[config.mk]
export PLATFORM = sky130hd
export DESIGN_NAME = lftpc_core
export DESIGN_NICKNAME = d
export VERILOG_FILES = /design/src/common/lftpc_pkg.sv /design/src/lftpc_core.sv
export SDC_FILE = /design/constraint.sdc
export NUM_CORES = 1
export LEC_CHECK = 0
export BUFFER_PORTS_ARGS = -buffer_cell sky130_fd_sc_hd__buf_2
export CORE_ASPECT_RATIO = 1.4
export CORE_UTILIZATION = 35
export CTS_BUF_LIST = sky130_fd_sc_hd__clkbuf_4
export CTS_CLUSTER_DIAMETER = 80
export DETAILED_ROUTE_END_ITERATION = 10
export PLACE_DENSITY = 0.59
export SKIP_CTS_REPAIR_TIMING = 1
export SYNTH_ARGS = -nofsm -noshare
export SYNTH_HDL_FRONTEND = slang
export SYNTH_SLANG_ARGS = --single-unit
[constraint.sdc]
create_clock -name clk_i -period 5.6 [get_ports clk_i]
set_clock_uncertainty 0.05 [all_clocks]
set_input_delay 1.68 -clock clk_i [delete_from_list [all_inputs] [get_ports clk_i]]
set_output_delay 1.68 -clock clk_i [all_outputs]
set_load 0.05 [all_outputs]
[src/common/lftpc_pkg.sv]
// package of constants and types for the lf tag protocol control block
package lftpc_pkg;

    // field clock timing, one field clock nominally 8000 ns
    localparam int FIELD_PERIOD_NS = 8000;
    localparam int STARTUP_US = 1000;
    localparam int PROG_TIME_NS = 5600000;
    localparam int PROG_STEPS = 4;
    localparam logic [9:0] STARTUP_FCLK =
        10'((STARTUP_US * 1000 + FIELD_PERIOD_NS - 1) / FIELD_PERIOD_NS);
    localparam logic [9:0] STEP_FCLK =
        10'(PROG_TIME_NS / (PROG_STEPS * FIELD_PERIOD_NS));
    localparam logic [9:0] INIT_FCLK = 10'd98;
    localparam logic [9:0] WRITE_DELAY_FCLK = 10'd16;

    // gap spacing windows and timeout, in field clocks
    localparam logic [6:0] ZERO_MIN = 7'd18;
    localparam logic [6:0] ZERO_MAX = 7'd33;
    localparam logic [6:0] ONE_MIN = 7'd50;
    localparam logic [6:0] ONE_MAX = 7'd65;
    localparam logic [6:0] RX_TIMEOUT_FCLK = 7'd64;

    // uplink bit periods
    localparam logic [5:0] RATE_FAST = 6'd32;
    localparam logic [5:0] RATE_SLOW = 6'd50;

    // memory layout and configuration byte fields
    localparam int MEM_BYTES = 17;
    localparam logic [4:0] CFG_BYTE = 5'd16;
    localparam logic [4:0] MAX_ADDR = 5'd16;
    localparam int LOCK_MSB = 7;
    localparam int LOCK_LSB = 3;
    localparam int FSK_BIT = 1;
    localparam int SPAN_BIT = 0;
    localparam logic [4:0] LOCK_OPEN_DUMMY = 5'h00;
    localparam logic [4:0] LOCK_OPEN_DATA = 5'h01;
    localparam logic [4:0] LOCK_CLOSED = 5'h0D;
    localparam logic [4:0] LAST_FULL = 5'd15;
    localparam logic [4:0] LAST_BIPHASE = 5'd7;
    localparam logic [4:0] LAST_TWO_TONE = 5'd11;
    localparam logic [7:0] CFG_RESET = 8'h09;

    // command bit counts
    localparam logic [4:0] BITS_SHORT = 5'd2;
    localparam logic [4:0] BITS_DIRECT = 5'd8;
    localparam logic [4:0] BITS_WRITE = 5'd16;
    localparam logic [4:0] BITS_SAT = 5'd17;

    // wishbone word indices
    localparam logic [5:0] IDX_CTRL = 6'd0;
    localparam logic [5:0] IDX_STATUS = 6'd1;
    localparam logic [5:0] IDX_MEM0 = 6'd16;
    localparam logic [5:0] IDX_MEM_LAST = 6'd32;
    localparam logic [7:0] CTRL_RESET = 8'h00;

    typedef enum logic [3:0] {
        ST_INIT = 4'h0,
        ST_READ = 4'h1,
        ST_RX = 4'h2,
        ST_DELAY = 4'h3,
        ST_ERASE = 4'h4,
        ST_EVFY = 4'h5,
        ST_PROG = 4'h6,
        ST_PVFY = 4'h7,
        ST_SILENT = 4'h8
    } lftpc_state_e;

    typedef enum logic [1:0] {
        RD_REGULAR = 2'h0,
        RD_BYTE = 2'h1,
        RD_DUMMY = 2'h2,
        RD_UPPER = 2'h3
    } lftpc_read_e;

    typedef struct packed {
        logic mod_en;
        logic data;
        logic strobe;
    } lftpc_uplink_s;

endpackage : lftpc_pkg

[src/lftpc_core.sv]
// protocol control of a low-frequency read/write transponder
//
// Local design decisions: the Wishbone register port and the register offsets.
`timescale 1ns/1ns

// Contract
// (RULE1) regular read loops byte 0 to last byte
// (RULE2) last byte 15, else 7 biphase, 11 two-tone
// (RULE3) data lock codes enter regular read
// (RULE4) every read mode entry sends zero first
// (RULE5) direct access repeats addressed byte
// (RULE6) all-zero lock code sends zero bits
// (RULE7) gap spacing 25 means zero, 58 one
// (RULE8) no gap within 64 clocks ends command
// (RULE9) wrong count or error abandons to read
// (RULE10) start gap accepted after 1ms startup
// (RULE11) reader may lengthen the start gap
// (RULE12) opcode 00 reruns initialisation
// (RULE13) opcode 10 alone reads the identifier
// (RULE14) opcode 11 reads upper bytes or identifier
// (RULE15) write byte is sixteen bits long
// (RULE16) direct access is eight bits long
// (RULE17) stored bits go out in received order
// (RULE18) delay precedes programming after write
// (RULE19) programming about 5.6ms, then byte read
// (RULE20) erase, verify zero, program, verify ones
// (RULE21) bad spacing or bit count flags error
// (RULE22) locked write skips programming, byte read
// (RULE23) failed verify silences until next command
// (RULE24) lock field is bits 1 to 5; the code takes the lock field from cfg bits 3 to 7 (LOCK_LSB to LOCK_MSB)
// (RULE25) uplink rate 50 or 32 field clocks
// (RULE26) all timing counts extracted field clocks
module lftpc_core (
    input wire logic clk_i,
    input wire logic rst_i,
    input wire logic rf_clk_i,
    input wire logic gap_i,
    input wire logic wb_cyc_i,
    input wire logic wb_stb_i,
    input wire logic wb_we_i,
    input wire logic [7:0] wb_adr_i,
    input wire logic [3:0] wb_sel_i,
    input wire logic [31:0] wb_dat_i,
    output logic [31:0] wb_dat_o,
    output logic wb_ack_o,
    output lftpc_pkg::lftpc_uplink_s uplink_o
);
    import lftpc_pkg::*;

    function automatic lftpc_read_e lock_kind(input logic [7:0] cfg);
        lock_kind = (cfg[LOCK_MSB:LOCK_LSB] == LOCK_OPEN_DUMMY) ?
                    RD_DUMMY : RD_REGULAR;
    endfunction : lock_kind

    logic rf_s1_reg, rf_s2_reg, rf_s3_reg;
    logic gap_s1_reg, gap_s2_reg, gap_s3_reg;
    logic [7:0] mem_reg [0:MEM_BYTES-1];
    logic [7:0] ctrl_reg;
    logic ack_reg;
    logic [31:0] dat_reg;
    lftpc_state_e state_reg, state_next;
    lftpc_read_e rd_kind_reg, rd_kind_next;
    logic [4:0] tx_byte_reg, tx_byte_next;
    logic [2:0] tx_bit_reg, tx_bit_next;
    logic lead_zero_reg, lead_zero_next;
    logic [5:0] rate_cnt_reg, rate_cnt_next;
    logic [9:0] phase_reg, phase_next;
    logic [9:0] su_cnt_reg;
    logic ready_reg;
    logic [6:0] spacing_reg, spacing_next;
    logic [4:0] bit_cnt_reg, bit_cnt_next;
    logic [15:0] cmd_reg, cmd_next;
    logic rx_err_reg, rx_err_next;
    logic cmd_err_reg, cmd_err_next;
    logic [4:0] wr_addr_reg, wr_addr_next;
    logic [7:0] wr_data_reg, wr_data_next;
    logic [7:0] cfg_reg, cfg_next;
    lftpc_uplink_s uplink_reg, uplink_next;
    logic mem_we;
    logic [7:0] mem_wdata;
    logic go_read;
    lftpc_read_e go_kind;
    logic [4:0] go_byte;
    logic tx_emit;

    // link edges: first stage feeds only the second
    always_ff @(posedge clk_i) begin
        rf_s1_reg <= rf_clk_i;
        rf_s2_reg <= rf_s1_reg;
        rf_s3_reg <= rf_s2_reg;
        gap_s1_reg <= gap_i;
        gap_s2_reg <= gap_s1_reg;
        gap_s3_reg <= gap_s2_reg;
    end

    wire fclk_tick = rf_s2_reg & ~rf_s3_reg; // RULE26
    // any gap length is taken, so a long start gap is harmless
    wire gap_start = gap_s2_reg & ~gap_s3_reg; // RULE11
    wire rx_go = gap_start & ready_reg; // RULE10

    // configuration decode
    wire [4:0] lock_field = cfg_reg[LOCK_MSB:LOCK_LSB]; // RULE24
    wire locked = (lock_field == LOCK_CLOSED);
    wire span_full = cfg_reg[SPAN_BIT];
    wire two_tone = cfg_reg[FSK_BIT];
    wire [4:0] last_byte = span_full ? LAST_FULL :
                           (two_tone ? LAST_TWO_TONE : LAST_BIPHASE); // RULE2
    wire [4:0] upper_start = last_byte + 5'd1;
    wire [5:0] bit_period = two_tone ? RATE_SLOW : RATE_FAST; // RULE25
    wire force_fail = ctrl_reg[0];

    // downlink bit classification
    wire is_zero = (spacing_reg >= ZERO_MIN) && (spacing_reg <= ZERO_MAX);
    wire is_one = (spacing_reg >= ONE_MIN) && (spacing_reg <= ONE_MAX);
    wire rx_timeout = fclk_tick && (spacing_reg == RX_TIMEOUT_FCLK);

    // command decode, valid only with the matching bit count
    wire is_reset = (bit_cnt_reg == BITS_SHORT) &&
                    (cmd_reg[1:0] == 2'b00); // RULE12
    wire is_read_id = (bit_cnt_reg == BITS_SHORT) &&
                      (cmd_reg[1:0] == 2'b10); // RULE13
    wire is_upper = (bit_cnt_reg == BITS_SHORT) &&
                    (cmd_reg[1:0] == 2'b11); // RULE14
    wire is_direct = (bit_cnt_reg == BITS_DIRECT) &&
                     (cmd_reg[7:5] == 3'b100) &&
                     (cmd_reg[4:0] <= MAX_ADDR); // RULE16
    wire is_write = (bit_cnt_reg == BITS_WRITE) &&
                    (cmd_reg[15:13] == 3'b100) &&
                    (cmd_reg[4:0] <= MAX_ADDR); // RULE15
    wire cmd_ok = !rx_err_reg &&
                  (is_reset || is_read_id || is_upper ||
                   is_direct || is_write); // RULE9 RULE21

    // read path stepping
    wire rate_end = (rate_cnt_reg == bit_period - 6'd1);
    wire [4:0] end_byte = (rd_kind_reg == RD_UPPER) ? LAST_FULL :
                          (rd_kind_reg == RD_BYTE) ? tx_byte_reg : last_byte;
    wire [4:0] wrap_byte = (rd_kind_reg == RD_UPPER) ? upper_start :
                           (rd_kind_reg == RD_BYTE) ? tx_byte_reg : 5'd0;
    // first received bit is bit 1, stored at the top of the byte
    wire mem_bit = mem_reg[tx_byte_reg][3'd7 - tx_bit_reg]; // RULE17
    wire step_end = fclk_tick && (phase_reg == STEP_FCLK - 10'd1);
    wire [7:0] wr_target = mem_reg[wr_addr_reg];
    assign tx_emit = (state_reg == ST_READ) && !rx_go && fclk_tick && rate_end;

    always_comb begin
        state_next = state_reg;
        rd_kind_next = rd_kind_reg;
        tx_byte_next = tx_byte_reg;
        tx_bit_next = tx_bit_reg;
        lead_zero_next = lead_zero_reg;
        rate_cnt_next = rate_cnt_reg;
        phase_next = phase_reg;
        spacing_next = spacing_reg;
        bit_cnt_next = bit_cnt_reg;
        cmd_next = cmd_reg;
        rx_err_next = rx_err_reg;
        cmd_err_next = cmd_err_reg;
        wr_addr_next = wr_addr_reg;
        wr_data_next = wr_data_reg;
        cfg_next = cfg_reg;
        uplink_next = '{mod_en: uplink_reg.mod_en, data: uplink_reg.data,
                        strobe: 1'b0};
        mem_we = 1'b0;
        mem_wdata = 8'h00;
        go_read = 1'b0;
        go_kind = RD_REGULAR;
        go_byte = 5'd0;
        if (fclk_tick && (state_reg == ST_DELAY || state_reg == ST_ERASE ||
            state_reg == ST_EVFY || state_reg == ST_PROG ||
            state_reg == ST_PVFY || state_reg == ST_INIT)) begin
            phase_next = phase_reg + 10'd1;
        end
        case (state_reg)
            ST_INIT: begin
                uplink_next.mod_en = 1'b0;
                if (fclk_tick && phase_reg == INIT_FCLK - 10'd1) begin
                    cfg_next = mem_reg[CFG_BYTE];
                    go_read = 1'b1;
                    go_kind = lock_kind(mem_reg[CFG_BYTE]); // RULE3 RULE6
                end
            end
            ST_READ: begin
                uplink_next.mod_en = 1'b1;
                if (rx_go) begin
                    state_next = ST_RX;
                end else if (fclk_tick && !rate_end) begin
                    rate_cnt_next = rate_cnt_reg + 6'd1;
                end else if (tx_emit) begin
                    rate_cnt_next = 6'd0;
                    uplink_next.strobe = 1'b1;
                    uplink_next.data = !lead_zero_reg &&
                                       (rd_kind_reg != RD_DUMMY) &&
                                       mem_bit; // RULE4 RULE6
                    lead_zero_next = 1'b0;
                    if (!lead_zero_reg) begin
                        tx_bit_next = tx_bit_reg + 3'd1;
                        if (tx_bit_reg == 3'd7) begin
                            if (tx_byte_reg == end_byte) begin
                                tx_byte_next = wrap_byte; // RULE1 RULE5
                                cfg_next = mem_reg[CFG_BYTE];
                            end else begin
                                tx_byte_next = tx_byte_reg + 5'd1; // RULE1
                            end
                        end
                    end
                end
            end
            ST_RX: begin
                uplink_next.mod_en = 1'b0;
                if (gap_start) begin
                    spacing_next = 7'd0;
                    cmd_next = {cmd_reg[14:0], is_one}; // RULE7
                    if (!is_zero && !is_one) begin
                        rx_err_next = 1'b1; // RULE21
                    end
                    if (bit_cnt_reg != BITS_SAT) begin
                        bit_cnt_next = bit_cnt_reg + 5'd1;
                    end
                end else if (rx_timeout) begin // RULE8
                    phase_next = 10'd0;
                    if (!cmd_ok) begin
                        cmd_err_next = 1'b1;
                        go_read = 1'b1;
                        go_kind = lock_kind(cfg_reg); // RULE9
                    end else if (is_reset) begin
                        state_next = ST_INIT;
                    end else if (is_read_id ||
                                 (is_upper && span_full)) begin
                        go_read = 1'b1; // RULE13 RULE14
                    end else if (is_upper) begin
                        go_read = 1'b1;
                        go_kind = RD_UPPER;
                        go_byte = upper_start;
                    end else if (is_direct) begin
                        go_read = 1'b1;
                        go_kind = RD_BYTE; // RULE5
                        go_byte = cmd_reg[4:0];
                    end else begin
                        wr_addr_next = cmd_reg[4:0];
                        wr_data_next = cmd_reg[12:5];
                        if (locked) begin
                            go_read = 1'b1;
                            go_kind = RD_BYTE; // RULE22
                            go_byte = cmd_reg[4:0];
                        end else begin
                            state_next = ST_DELAY;
                        end
                    end
                end else if (fclk_tick) begin
                    spacing_next = spacing_reg + 7'd1;
                end
            end
            ST_DELAY: begin
                if (fclk_tick && phase_reg == WRITE_DELAY_FCLK - 10'd1) begin
                    phase_next = 10'd0;
                    state_next = ST_ERASE; // RULE18
                end
            end
            ST_ERASE: begin
                if (step_end) begin
                    phase_next = 10'd0;
                    mem_we = 1'b1;
                    state_next = ST_EVFY; // RULE20
                end
            end
            ST_EVFY: begin
                if (step_end) begin
                    phase_next = 10'd0;
                    state_next = (wr_target != 8'h00 || force_fail) ?
                                 ST_SILENT : ST_PROG; // RULE20
                end
            end
            ST_PROG: begin
                if (step_end) begin
                    phase_next = 10'd0;
                    mem_we = 1'b1;
                    mem_wdata = wr_data_reg;
                    state_next = ST_PVFY; // RULE19
                end
            end
            ST_PVFY: begin
                if (step_end) begin
                    phase_next = 10'd0;
                    if (((wr_target & wr_data_reg) != wr_data_reg) ||
                        force_fail) begin
                        state_next = ST_SILENT; // RULE23
                    end else begin
                        go_read = 1'b1;
                        go_kind = RD_BYTE; // RULE19
                        go_byte = wr_addr_reg;
                    end
                end
            end
            ST_SILENT: begin
                uplink_next.mod_en = 1'b0; // RULE23
                if (rx_go) begin
                    state_next = ST_RX;
                end
            end
            default: begin
                state_next = ST_INIT;
            end
        endcase
        if (rx_go && (state_reg == ST_READ || state_reg == ST_SILENT)) begin
            spacing_next = 7'd0;
            bit_cnt_next = 5'd0;
            rx_err_next = 1'b0;
            cmd_err_next = 1'b0;
            uplink_next.mod_en = 1'b0;
        end
        if (go_read) begin
            state_next = ST_READ;
            rd_kind_next = go_kind;
            tx_byte_next = go_byte;
            tx_bit_next = 3'd0;
            lead_zero_next = 1'b1; // RULE4
            rate_cnt_next = 6'd0;
        end
    end

    always_ff @(posedge clk_i) begin
        if (rst_i) begin
            state_reg <= ST_INIT;
            rd_kind_reg <= RD_REGULAR;
            tx_byte_reg <= 5'd0;
            tx_bit_reg <= 3'd0;
            lead_zero_reg <= 1'b1;
            rate_cnt_reg <= 6'd0;
            phase_reg <= 10'd0;
            spacing_reg <= 7'd0;
            bit_cnt_reg <= 5'd0;
            cmd_reg <= 16'h0000;
            rx_err_reg <= 1'b0;
            cmd_err_reg <= 1'b0;
            wr_addr_reg <= 5'd0;
            wr_data_reg <= 8'h00;
            cfg_reg <= CFG_RESET;
            uplink_reg <= '0;
        end else begin
            state_reg <= state_next;
            rd_kind_reg <= rd_kind_next;
            tx_byte_reg <= tx_byte_next;
            tx_bit_reg <= tx_bit_next;
            lead_zero_reg <= lead_zero_next;
            rate_cnt_reg <= rate_cnt_next;
            phase_reg <= phase_next;
            spacing_reg <= spacing_next;
            bit_cnt_reg <= bit_cnt_next;
            cmd_reg <= cmd_next;
            rx_err_reg <= rx_err_next;
            cmd_err_reg <= cmd_err_next;
            wr_addr_reg <= wr_addr_next;
            wr_data_reg <= wr_data_next;
            cfg_reg <= cfg_next;
            uplink_reg <= uplink_next;
        end
    end

    // startup window before the first start gap is honoured
    always_ff @(posedge clk_i) begin
        if (rst_i) begin
            su_cnt_reg <= 10'd0;
            ready_reg <= 1'b0;
        end else if (fclk_tick && !ready_reg) begin
            su_cnt_reg <= su_cnt_reg + 10'd1;
            ready_reg <= (su_cnt_reg == STARTUP_FCLK - 10'd1); // RULE10
        end
    end

    // wishbone slave: registered ack, write lands on the ack edge
    wire bus_req = wb_cyc_i & wb_stb_i;
    wire bus_wr = bus_req & wb_we_i & ack_reg & wb_sel_i[0];
    wire [5:0] bus_idx = wb_adr_i[7:2];
    wire bus_mem = (bus_idx >= IDX_MEM0) && (bus_idx <= IDX_MEM_LAST);
    wire [5:0] bus_off = bus_idx - IDX_MEM0;
    wire [4:0] bus_mem_idx = bus_off[4:0];
    wire [31:0] status_word = {13'h0000, cmd_err_reg, ready_reg,
                               rd_kind_reg, cfg_reg, 3'h0, state_reg};
    wire [31:0] rd_word = (bus_idx == IDX_CTRL) ? {24'h000000, ctrl_reg} :
                          (bus_idx == IDX_STATUS) ? status_word :
                          bus_mem ? {24'h000000, mem_reg[bus_mem_idx]} :
                          32'h00000000;

    always_ff @(posedge clk_i) begin
        if (rst_i) begin
            ack_reg <= 1'b0;
            dat_reg <= 32'h00000000;
            ctrl_reg <= CTRL_RESET;
        end else begin
            ack_reg <= bus_req & ~ack_reg;
            dat_reg <= rd_word;
            if (bus_wr && bus_idx == IDX_CTRL) begin
                ctrl_reg <= wb_dat_i[7:0];
            end
        end
    end

    // programming has priority over the software backdoor
    always_ff @(posedge clk_i) begin
        if (mem_we) begin
            mem_reg[wr_addr_reg] <= mem_wdata;
        end else if (bus_wr && bus_mem) begin
            mem_reg[bus_mem_idx] <= wb_dat_i[7:0];
        end
    end

    assign wb_ack_o = ack_reg;
    assign wb_dat_o = dat_reg;
    assign uplink_o = uplink_reg;
endmodule : lftpc_core

==> impl_metrics.tcl, run 1 <==
set metrics [dict create \
    status "completed" \
    syn_area_per_cell_um2 11.8 \
    start_kind "input port" \
    synthFlopType "dfxtp_1" \
    grt_pass1_wl_um 62300 \
    ys_async_sr_fraction_pct 0 \
    final_nets 1359 \
    period_needed_ps 4130 \
    hold_viol_final 0 \
    pre_cts_ws_ps 718 \
    synth-edff-count 136 \
    post-route-util_pct 39.6 \
    clk_latency_ps 790 \
    synth_area_um2 14300 \
    dr.pass1.iters 5 \
    max_cap_viol_count 0 \
    setup_viol 0 \
    critPathMaxFanout 13 \
    port_buffers 44 \
    grt_overflow 0 \
    slew_viol_final 0 \
    largest_reg_flops 136 \
    crit_arrival_ps 4450 \
    cts_sinks 276 \
    dieArea_um2 41600 \
    root_buffer "clkbuf_4" \
    grt_max_degree 67 \
    synth_seq_cells 276 \
    grt_pass1_vias 10600 \
    power_uw 4090 \
    setup_slack_ps 1470 \
    htreeDepth 3 \
    crit_required_ps 5910 \
    cts_buffer_depth 3 \
    critPathCaptureType "flip-flop" \
    clkTransAtPathRegs_ps 60 \
    fin_area_um2 16000 \
    io_pins 87 \
    ant_nets 0 \
    cts_tree "done" \
    max-vdd-ir-drop_v 0.0000924 \
    timing.rr.start "phase_reg[4]" \
    fp-row-count 87 \
    drive_gt1_share_pct 22.7 \
    rsz0062_at_grt "false" \
    antenna_found_initial 5 \
    initial_core_util_pct 35.4 \
    hold_depth 0 \
    die_x_um 173 \
    synthCells 1215 \
    cts_made_buffers 72 \
    drc_errors 0 \
    totalWireLength_um 40500 \
    critical_path_class "input port to flip-flop" \
    die_h_um 241 \
    synth_cell_types 76 \
    slew_headroom_pct 15.2 \
    drt_iter0_drc 725 \
    worstHoldStart "rf_s1_reg" \
    vias_per_cell 5.58 \
    max_freq_mhz 242 \
    r2r_cells 7 \
    ff2ff_setup_slack_ps 1610 \
    post_drt_wl_per_cell_um 21.5 \
    layout_common_cells "dfxtp_1 (138), edfxtp_1 (136), nor2_1 (122), clkbuf_4 (96), mux2i_1 (89)" \
    fillers 3957 \
    dpl_cell_area_um2 15000 \
    syn_to_final_growth_pct 11.7 \
    timing.final.crit_share_pct 73.8 \
    core_area_um2 40300 \
    p_leak_uw 0.00531 \
    hold_path_class "flip-flop to flip-flop" \
    finalSetupTns_ps 0 \
    gp_congestion 0.899 \
    timing.rr.end "mem_reg[15][2]" \
    ys_warn_count 0 \
    worst_pin_slew_ps 1270 \
    num_vias 10500 \
    final_common_cell "dfxtp_1" \
    grt_use_total_pct 19.8 \
    seq_area_um2 6890 \
    multi_input_area_um2 6880 \
    min_to "rf_s2_reg" \
    dp_hpwl_um 29100 \
    yosysSeqAreaShare_pct 48.2 \
    power_density_nw_per_um2 257 \
]
==> worst max-delay path: stages <==
cell	delay, ps
buf_2	240
or3_1	480
o22ai_1	180
and3b_1	480
nand3_1	120
o21ai_0	130
nand2_1	160
nor2_1	970
==> final cells by class <==
type                       instances  area share, %
multi-input combinational        839           43.1
inverter                          28          0.659
timing repair buffer              73           2.75
tap                              534           4.19
clock buffer                      96           4.52
sequential                       276           43.2
antenna                            3         0.0471
clock inverter                    35           1.55
==> kinds of logic (layout without fill, tap and decap cells) <==
group / Yosys count / count (layout) / synth area share, %
and+or+nand+nor: 388 / 388 / 13.8
DFF: 276 / 276 / 48.2
AOI/OAI and AO/OA: 203 / 203 / 9.60
muxes: 189 / 189 / 21.1
buffers and inverters: 112 / 232 / 3.96
xor gates and xnor gates: 27 / 27 / 1.66
adders and majority gates: 19 / 19 / 1.65
other: 1 / 16 / 0.0263
==> routing by layer <==
metal	part of all wire, %	vias up	global-route usage, %
met5	0.084	-	0
met4	5.8	6	12.8
li1	-	4819	-
met2	52	426	35.9
met1	36	5128	20.8
met3	5.9	132	4.47
==> stage by stage <==
step,cells,hold slack (ps)
2_1_floorplan,1227,260
3_5_place_dp,1750,264
6_report,1884,280
3_3_place_gp,1750,268
4_1_cts,1881,286
5_1_grt,1884,295
==> cells in the mapped netlist, types with 11 or more instances <==
cell	number	area share [%]
a21oi_1	64	2.2
a22oi_1	25	1.3
and2_1	11	0.48
and3_1	19	0.83
buf_2	17	0.60
buf_4	27	1.4
clkbuf_1	29	0.76
dfxtp_1	140	20
edfxtp_1	136	29
ha_1	18	1.6
inv_1	27	0.71
mux2_2	12	0.95
mux2i_1	89	6.2
mux4_2	88	14
nand2_1	85	2.2
nand3_1	28	0.98
nand4_1	22	0.96
nor2_1	122	3.2
nor2b_1	19	0.83
nor3_1	18	0.63
o21ai_0	27	0.95
or3_1	11	0.48
xor2_1	19	1.2
==> power breakdown <==
part	switching [uW]	internal (uW)	total [uW]
clock network	870	991	1860
logic	84.6	37.4	122
registers	5.14	2100	2110
==> worst max-delay path by stage <==
| stage | startpoint | to |
|---|---|---|
| after floorplan | wb_adr_i[2] | mem_reg[16][0] |
| after global placement | wb_adr_i[5] | mem_reg[13][6] |
| after detailed placement | wb_adr_i[5] | mem_reg[15][6] |
| after CTS | wb_adr_i[5] | mem_reg[15][2] |
| after global routing | wb_adr_i[5] | mem_reg[13][2] |
| final | wb_adr_i[5] | mem_reg[15][2] |
(Power assumes the default switching activity.)
==> run 2, diff against run 1 <==
Settings changed: PLACE_DENSITY 0.59 to 0.61.
Clock period 5.6 ns to 3.8 ns, I/O delays scaled along.
==> run 2 against run 1 <==
Cell area rose by 1.1%; sequential share of layout area is 0.47 points lower; power increased by 42%; largest cell class unchanged; highest routed layer is now met4.
==> impl_metrics.tcl, run 2 (synthesis gave the netlist of run 1 again) <==
set metrics [dict create \
    die_x_um 173 \
    max_cap_viol_count 0 \
    power_uw 5790 \
    num_vias 10700 \
    dr_wl_met2_um 21200 \
    grt_max_degree 44 \
    dr.pass1.iters 6 \
    crit_required_ps 4200 \
    dp_cells 1774 \
    crit_arrival_ps 3890 \
    post_drt_wl_per_cell_um 21.6 \
    max-vdd-ir-drop_v 0.000167 \
    vias_per_cell 5.64 \
    largest_reg_flops 136 \
    root_buffer "clkbuf_4" \
    clk_latency_ps 790 \
    totalWireLength_um 41200 \
    fillers 3895 \
    fp-row-count 87 \
    clkTransAtPathRegs_ps 60 \
    hold_path_class "flip-flop to flip-flop" \
    critPathCaptureType "flip-flop" \
    cts_tree "done" \
    period_needed_ps 3490 \
    rsz0062_at_grt "false" \
    final_common_cell "dfxtp_1" \
    ant_nets 0 \
    antenna_found_initial 3 \
    cts_buffer_depth 3 \
    die_h_um 241 \
    core_area_um2 40300 \
    status "completed" \
    port_buffers 44 \
    grt_overflow 0 \
    worst_pin_slew_ps 1180 \
    layout_common_cells "dfxtp_1 (138), edfxtp_1 (136), nor2_1 (119), clkbuf_4 (100), mux2i_1 (89)" \
    multi_input_area_um2 6890 \
    cts_sinks 276 \
    max_freq_mhz 287 \
    critical_path_class "flip-flop to flip-flop" \
    fin_cells 1905 \
    slew_viol_final 0 \
    initial_core_util_pct 35.4 \
    final_nets 1382 \
    fin_area_um2 16100 \
    drive_gt1_share_pct 24.6 \
    gp_congestion 0.901 \
    seq_area_um2 6890 \
    timing.final.crit_share_pct 91.8 \
    critPathMaxFanout 12 \
    grt_use_total_pct 19.9 \
    dpl_cell_area_um2 15200 \
    hold_viol_final 0 \
    syn_to_final_growth_pct 13.0 \
    dp_hpwl_um 29200 \
    met1_length_um 14800 \
    top_layer "met4" \
    htreeDepth 3 \
    io_pins 87 \
    drc_errors 0 \
    cts_made_buffers 71 \
    dieArea_um2 41600 \
    slew_headroom_pct 21.2 \
    power_density_nw_per_um2 359 \
    grt_pass1_wl_um 62500 \
    drt_iter0_drc 807 \
    p_leak_uw 0.00542 \
    start_kind "flip-flop" \
    setup_viol 0 \
    grt_pass1_vias 10700 \
    dr_wl_met3_um 2670 \
]
## run 2: power by group
part	internal (uW)	switching, uW
Clock	1220	1270
Combinational	64.8	130
Sequential	3100	7.66
## run 2: routing by layer
layer	vias up	track usage, %
met5	-	0
met4	0	13.2
met3	146	4.32
met2	462	35.9
met1	5273	21.1
li1	4862	-
## run 2: cell type report
cell class,count,area share [%]
Antenna cell,3,0.0466
Clock inverter,28,0.698
Multi-Input combinational cell,839,42.7
Timing Repair Buffer,97,4.38
Tap cell,534,4.14
Inverter,28,0.652
Sequential cell,276,42.7
Clock buffer,100,4.66
## run 2: metrics by stage
stage	setup TNS, ps	setup WS (ps)	util, %	hold slack, ps
5_1_grt	0	176	40.0	301
3_5_place_dp	-940	-102	37.9	263
2_1_floorplan	0	9.58	-	260
3_3_place_gp	-498	-54.2	37.9	273
4_1_cts	0	45.0	40.0	286
6_report	0	311	40.0	280
## run 2: critical path: stages, from the launching register on
cell	delay, ps
dfxtp_1	340
or4b_1	550
or2_1	280
nor4b_4	400
and3b_1	280
buf_4	210
o31ai_1	310
nand2_1	200
nor2_1	280
buf_4	270
## run 2: path summary, 6_finish.rpt
check                                  start       endpoint  cells past startpoint  slack, ps
worst max-delay path            phase_reg[4]  mem_reg[1][6]                      9        310
worst min-delay path              gap_s1_reg     gap_s2_reg                      0        280
worst max register to register  phase_reg[4]  mem_reg[1][6]                      9        310
worst min register to register    gap_s1_reg     gap_s2_reg                      0        280
==> run 3, diff against run 2 <==
Settings changed: ABC_AREA set to 1, CORE_UTILIZATION 35 to 26, PLACE_DENSITY 0.61 to 0.5.
==> run 3 against run 2 <==
Hold slack got worse by 18 ps; die area is 37% higher; cell count is 43% higher; core utilization decreased by 10 points; synthesized cell count rose by 52%; critical endpoint is now rate_cnt_reg[0]; largest cell class unchanged.
==> impl_metrics.tcl, run 3 <==
set metrics [dict create \
    status "completed" \
    period_needed_ps 3390 \
    cts_sinks 276 \
    setup_viol 0 \
    port_buffers 44 \
    layout_common_cells "nand2_1 (358), nor2_1 (206), nand3_1 (198), o21ai_0 (167), inv_1 (157)" \
    grt_pass1_wl_um 79300 \
    slowest_stage "dfxtp_2" \
    final_nets 2008 \
    synth-xor-area-share_pct 0.724 \
    synth_area_um2 14500 \
    grt_use_total_pct 18.5 \
    synth-edff-count 136 \
    io_pins 87 \
    hold_viol_final 0 \
    die_x_um 202 \
    root_buffer "clkbuf_4" \
    critPathMaxFanout 27 \
    syn_area_per_cell_um2 7.85 \
    synth_top_area_cell "edfxtp_1" \
    final_common_cell "nand2_1" \
    die_h_um 282 \
    largest_reg_flops 136 \
    critPathCaptureType "flip-flop" \
    multi_input_area_um2 6470 \
    syn_to_final_growth_pct 13.8 \
    synth_top_family_by_area "simple AND/OR/NAND/NOR gates" \
    finalSetupTns_ps 0 \
    vias_per_cell 5.00 \
    cts_buffer_depth 3 \
    grt_overflow 0 \
    ys_async_sr_fraction_pct 0 \
    p_leak_uw 0.00628 \
    synth_cell_types 54 \
    max_freq_mhz 295 \
    dr.pass1.iters 6 \
    drt_iter0_drc 1081 \
    cts_tree "done" \
    synthMuxAreaShare_pct 0 \
    path_cells "buf_4 -> nand2_1 -> nand3_1 -> nand3_1 -> nand2_1 -> nand2_1 -> nand2_1 -> nand2_1 -> nand3_1 -> nand2_1 -> nor2_2 -> nand4_2 -> nand2_2 -> nor2_4 -> inv_4 -> nor3_2" \
    yosys.area_share.adder_pct 1.55 \
    core_area_um2 55300 \
    synthFlopType "dfxtp_1" \
    post_drt_wl_per_cell_um 19.4 \
    crit_top_cell "nand2_1" \
    fp-row-count 102 \
    timing.final.crit_share_pct 89.3 \
    slew_viol_final 0 \
    clkTransAtPathRegs_ps 70 \
    max-vdd-ir-drop_v 0.000209 \
    crit_arrival_ps 3950 \
    yosysSeqAreaShare_pct 47.4 \
    synthTopCellsByCount "nand2_1 (358), nor2_1 (208), nand3_1 (198)" \
    ant_nets 0 \
    cts_made_buffers 73 \
    netlist.area_leader.share_pct 28.1 \
    synth_top_cells_by_area "edfxtp_1 (28%), dfxtp_1 (19%), nand2_1 (9.3%), nand3_1 (6.8%), o21ai_0 (6.0%)" \
    dp_hpwl_um 36700 \
    post-route-util_pct 29.9 \
    yosys.area_share.simple_pct 25.0 \
    ys_warn_count 0 \
    dieArea_um2 56800 \
    crit_path_max_incr_delay_ps 820 \
    seq_area_um2 6890 \
    synthCells 1851 \
    grt_pass1_vias 13200 \
    worst_pin_slew_ps 897 \
    rsz0062_at_grt "false" \
    htreeDepth 3 \
    synth_compound_area_share_pct 17.0 \
    slew_headroom_pct 40.1 \
    worstHoldStart "gap_s2_reg" \
    drive_gt1_share_pct 13.6 \
    grt_max_degree 56 \
    clk_latency_ps 780 \
    initial_core_util_pct 26.3 \
    synth_most_common_cell "nand2_1" \
    totalWireLength_um 52700 \
    power_density_nw_per_um2 365 \
    hold_path_class "flip-flop to flip-flop" \
    num_vias 13600 \
    fin_cells 2717 \
    fillers 5937 \
    start_kind "flip-flop" \
    crit_required_ps 4360 \
    critical_path_class "flip-flop to flip-flop" \
    synth_seq_cells 276 \
    antenna_found_initial 2 \
    drc_errors 0 \
    dp_cells 2592 \
    gp_congestion 0.907 \
    max_cap_viol_count 0 \
]
-- run 3: final timing paths --
| path | end | slack (ps) | cells after the start |
|---|---|---|---|
| max | rate_cnt_reg[0] | 410 | 16 |
| min | gap_s3_reg | 260 | 0 |
| max reg2reg | rate_cnt_reg[0] | 410 | 16 |
| min reg2reg | gap_s3_reg | 260 | 0 |
-- run 3: where the power goes --
group	leakage (uW)	switching, uW	internal (uW)	total (uW)
logic	0.00358	271	92.0	363
clock network	0.000526	1240	1300	2540
registers	0.00218	16.6	3110	3130
-- run 3: per-stage QoR --
step                setup slack (ps)  total power [uW]  cell area [um^2]  hold WS (ps)
finish                           405              6030             16500           262
global route                     230              6320             16500           274
CTS                              511              6120             16500           266
detailed placement               290              3550             15600           265
global placement                 250              3550             15600           263
floorplan                        322              3430             14600           260
-- run 3: layout make-up --
type / count / share of cell area, %
flip-flops and latches: 276 / 41.7
multi-input cells: 1307 / 39.2
well taps: 728 / 5.51
clock buffers: 102 / 4.63
repair buffers: 101 / 4.15
inverters: 180 / 4.10
clock inverters: 21 / 0.712
diodes: 2 / 0.0303
-- run 3: logic make-up after synthesis --
kind of cell,after synthesis
and+or+nand+nor,838
AOI/OAI and AO/OA,426
buffers and inverters,280
DFF,276
adders and majority gates,18
xor gates and xnor gates,12
other,1
-- run 3: metal layers --
metal  global-route usage [%]  share of wire [%]  vias up
met3                     2.67                6.2      111
met1                     22.2                 41     6432
li1                         -                  -     6507
met5                        0                  0        -
met4                     9.15                4.2        0
met2                     32.4                 49      542
-- run 3: worst max-delay path: cells and delay by family (launching register included) --
kind | cells | cell delay [ps]
AND/OR/NAND/NOR | 14 | 1710
flip-flops | 1 | 820
buffers and inverters | 2 | 630
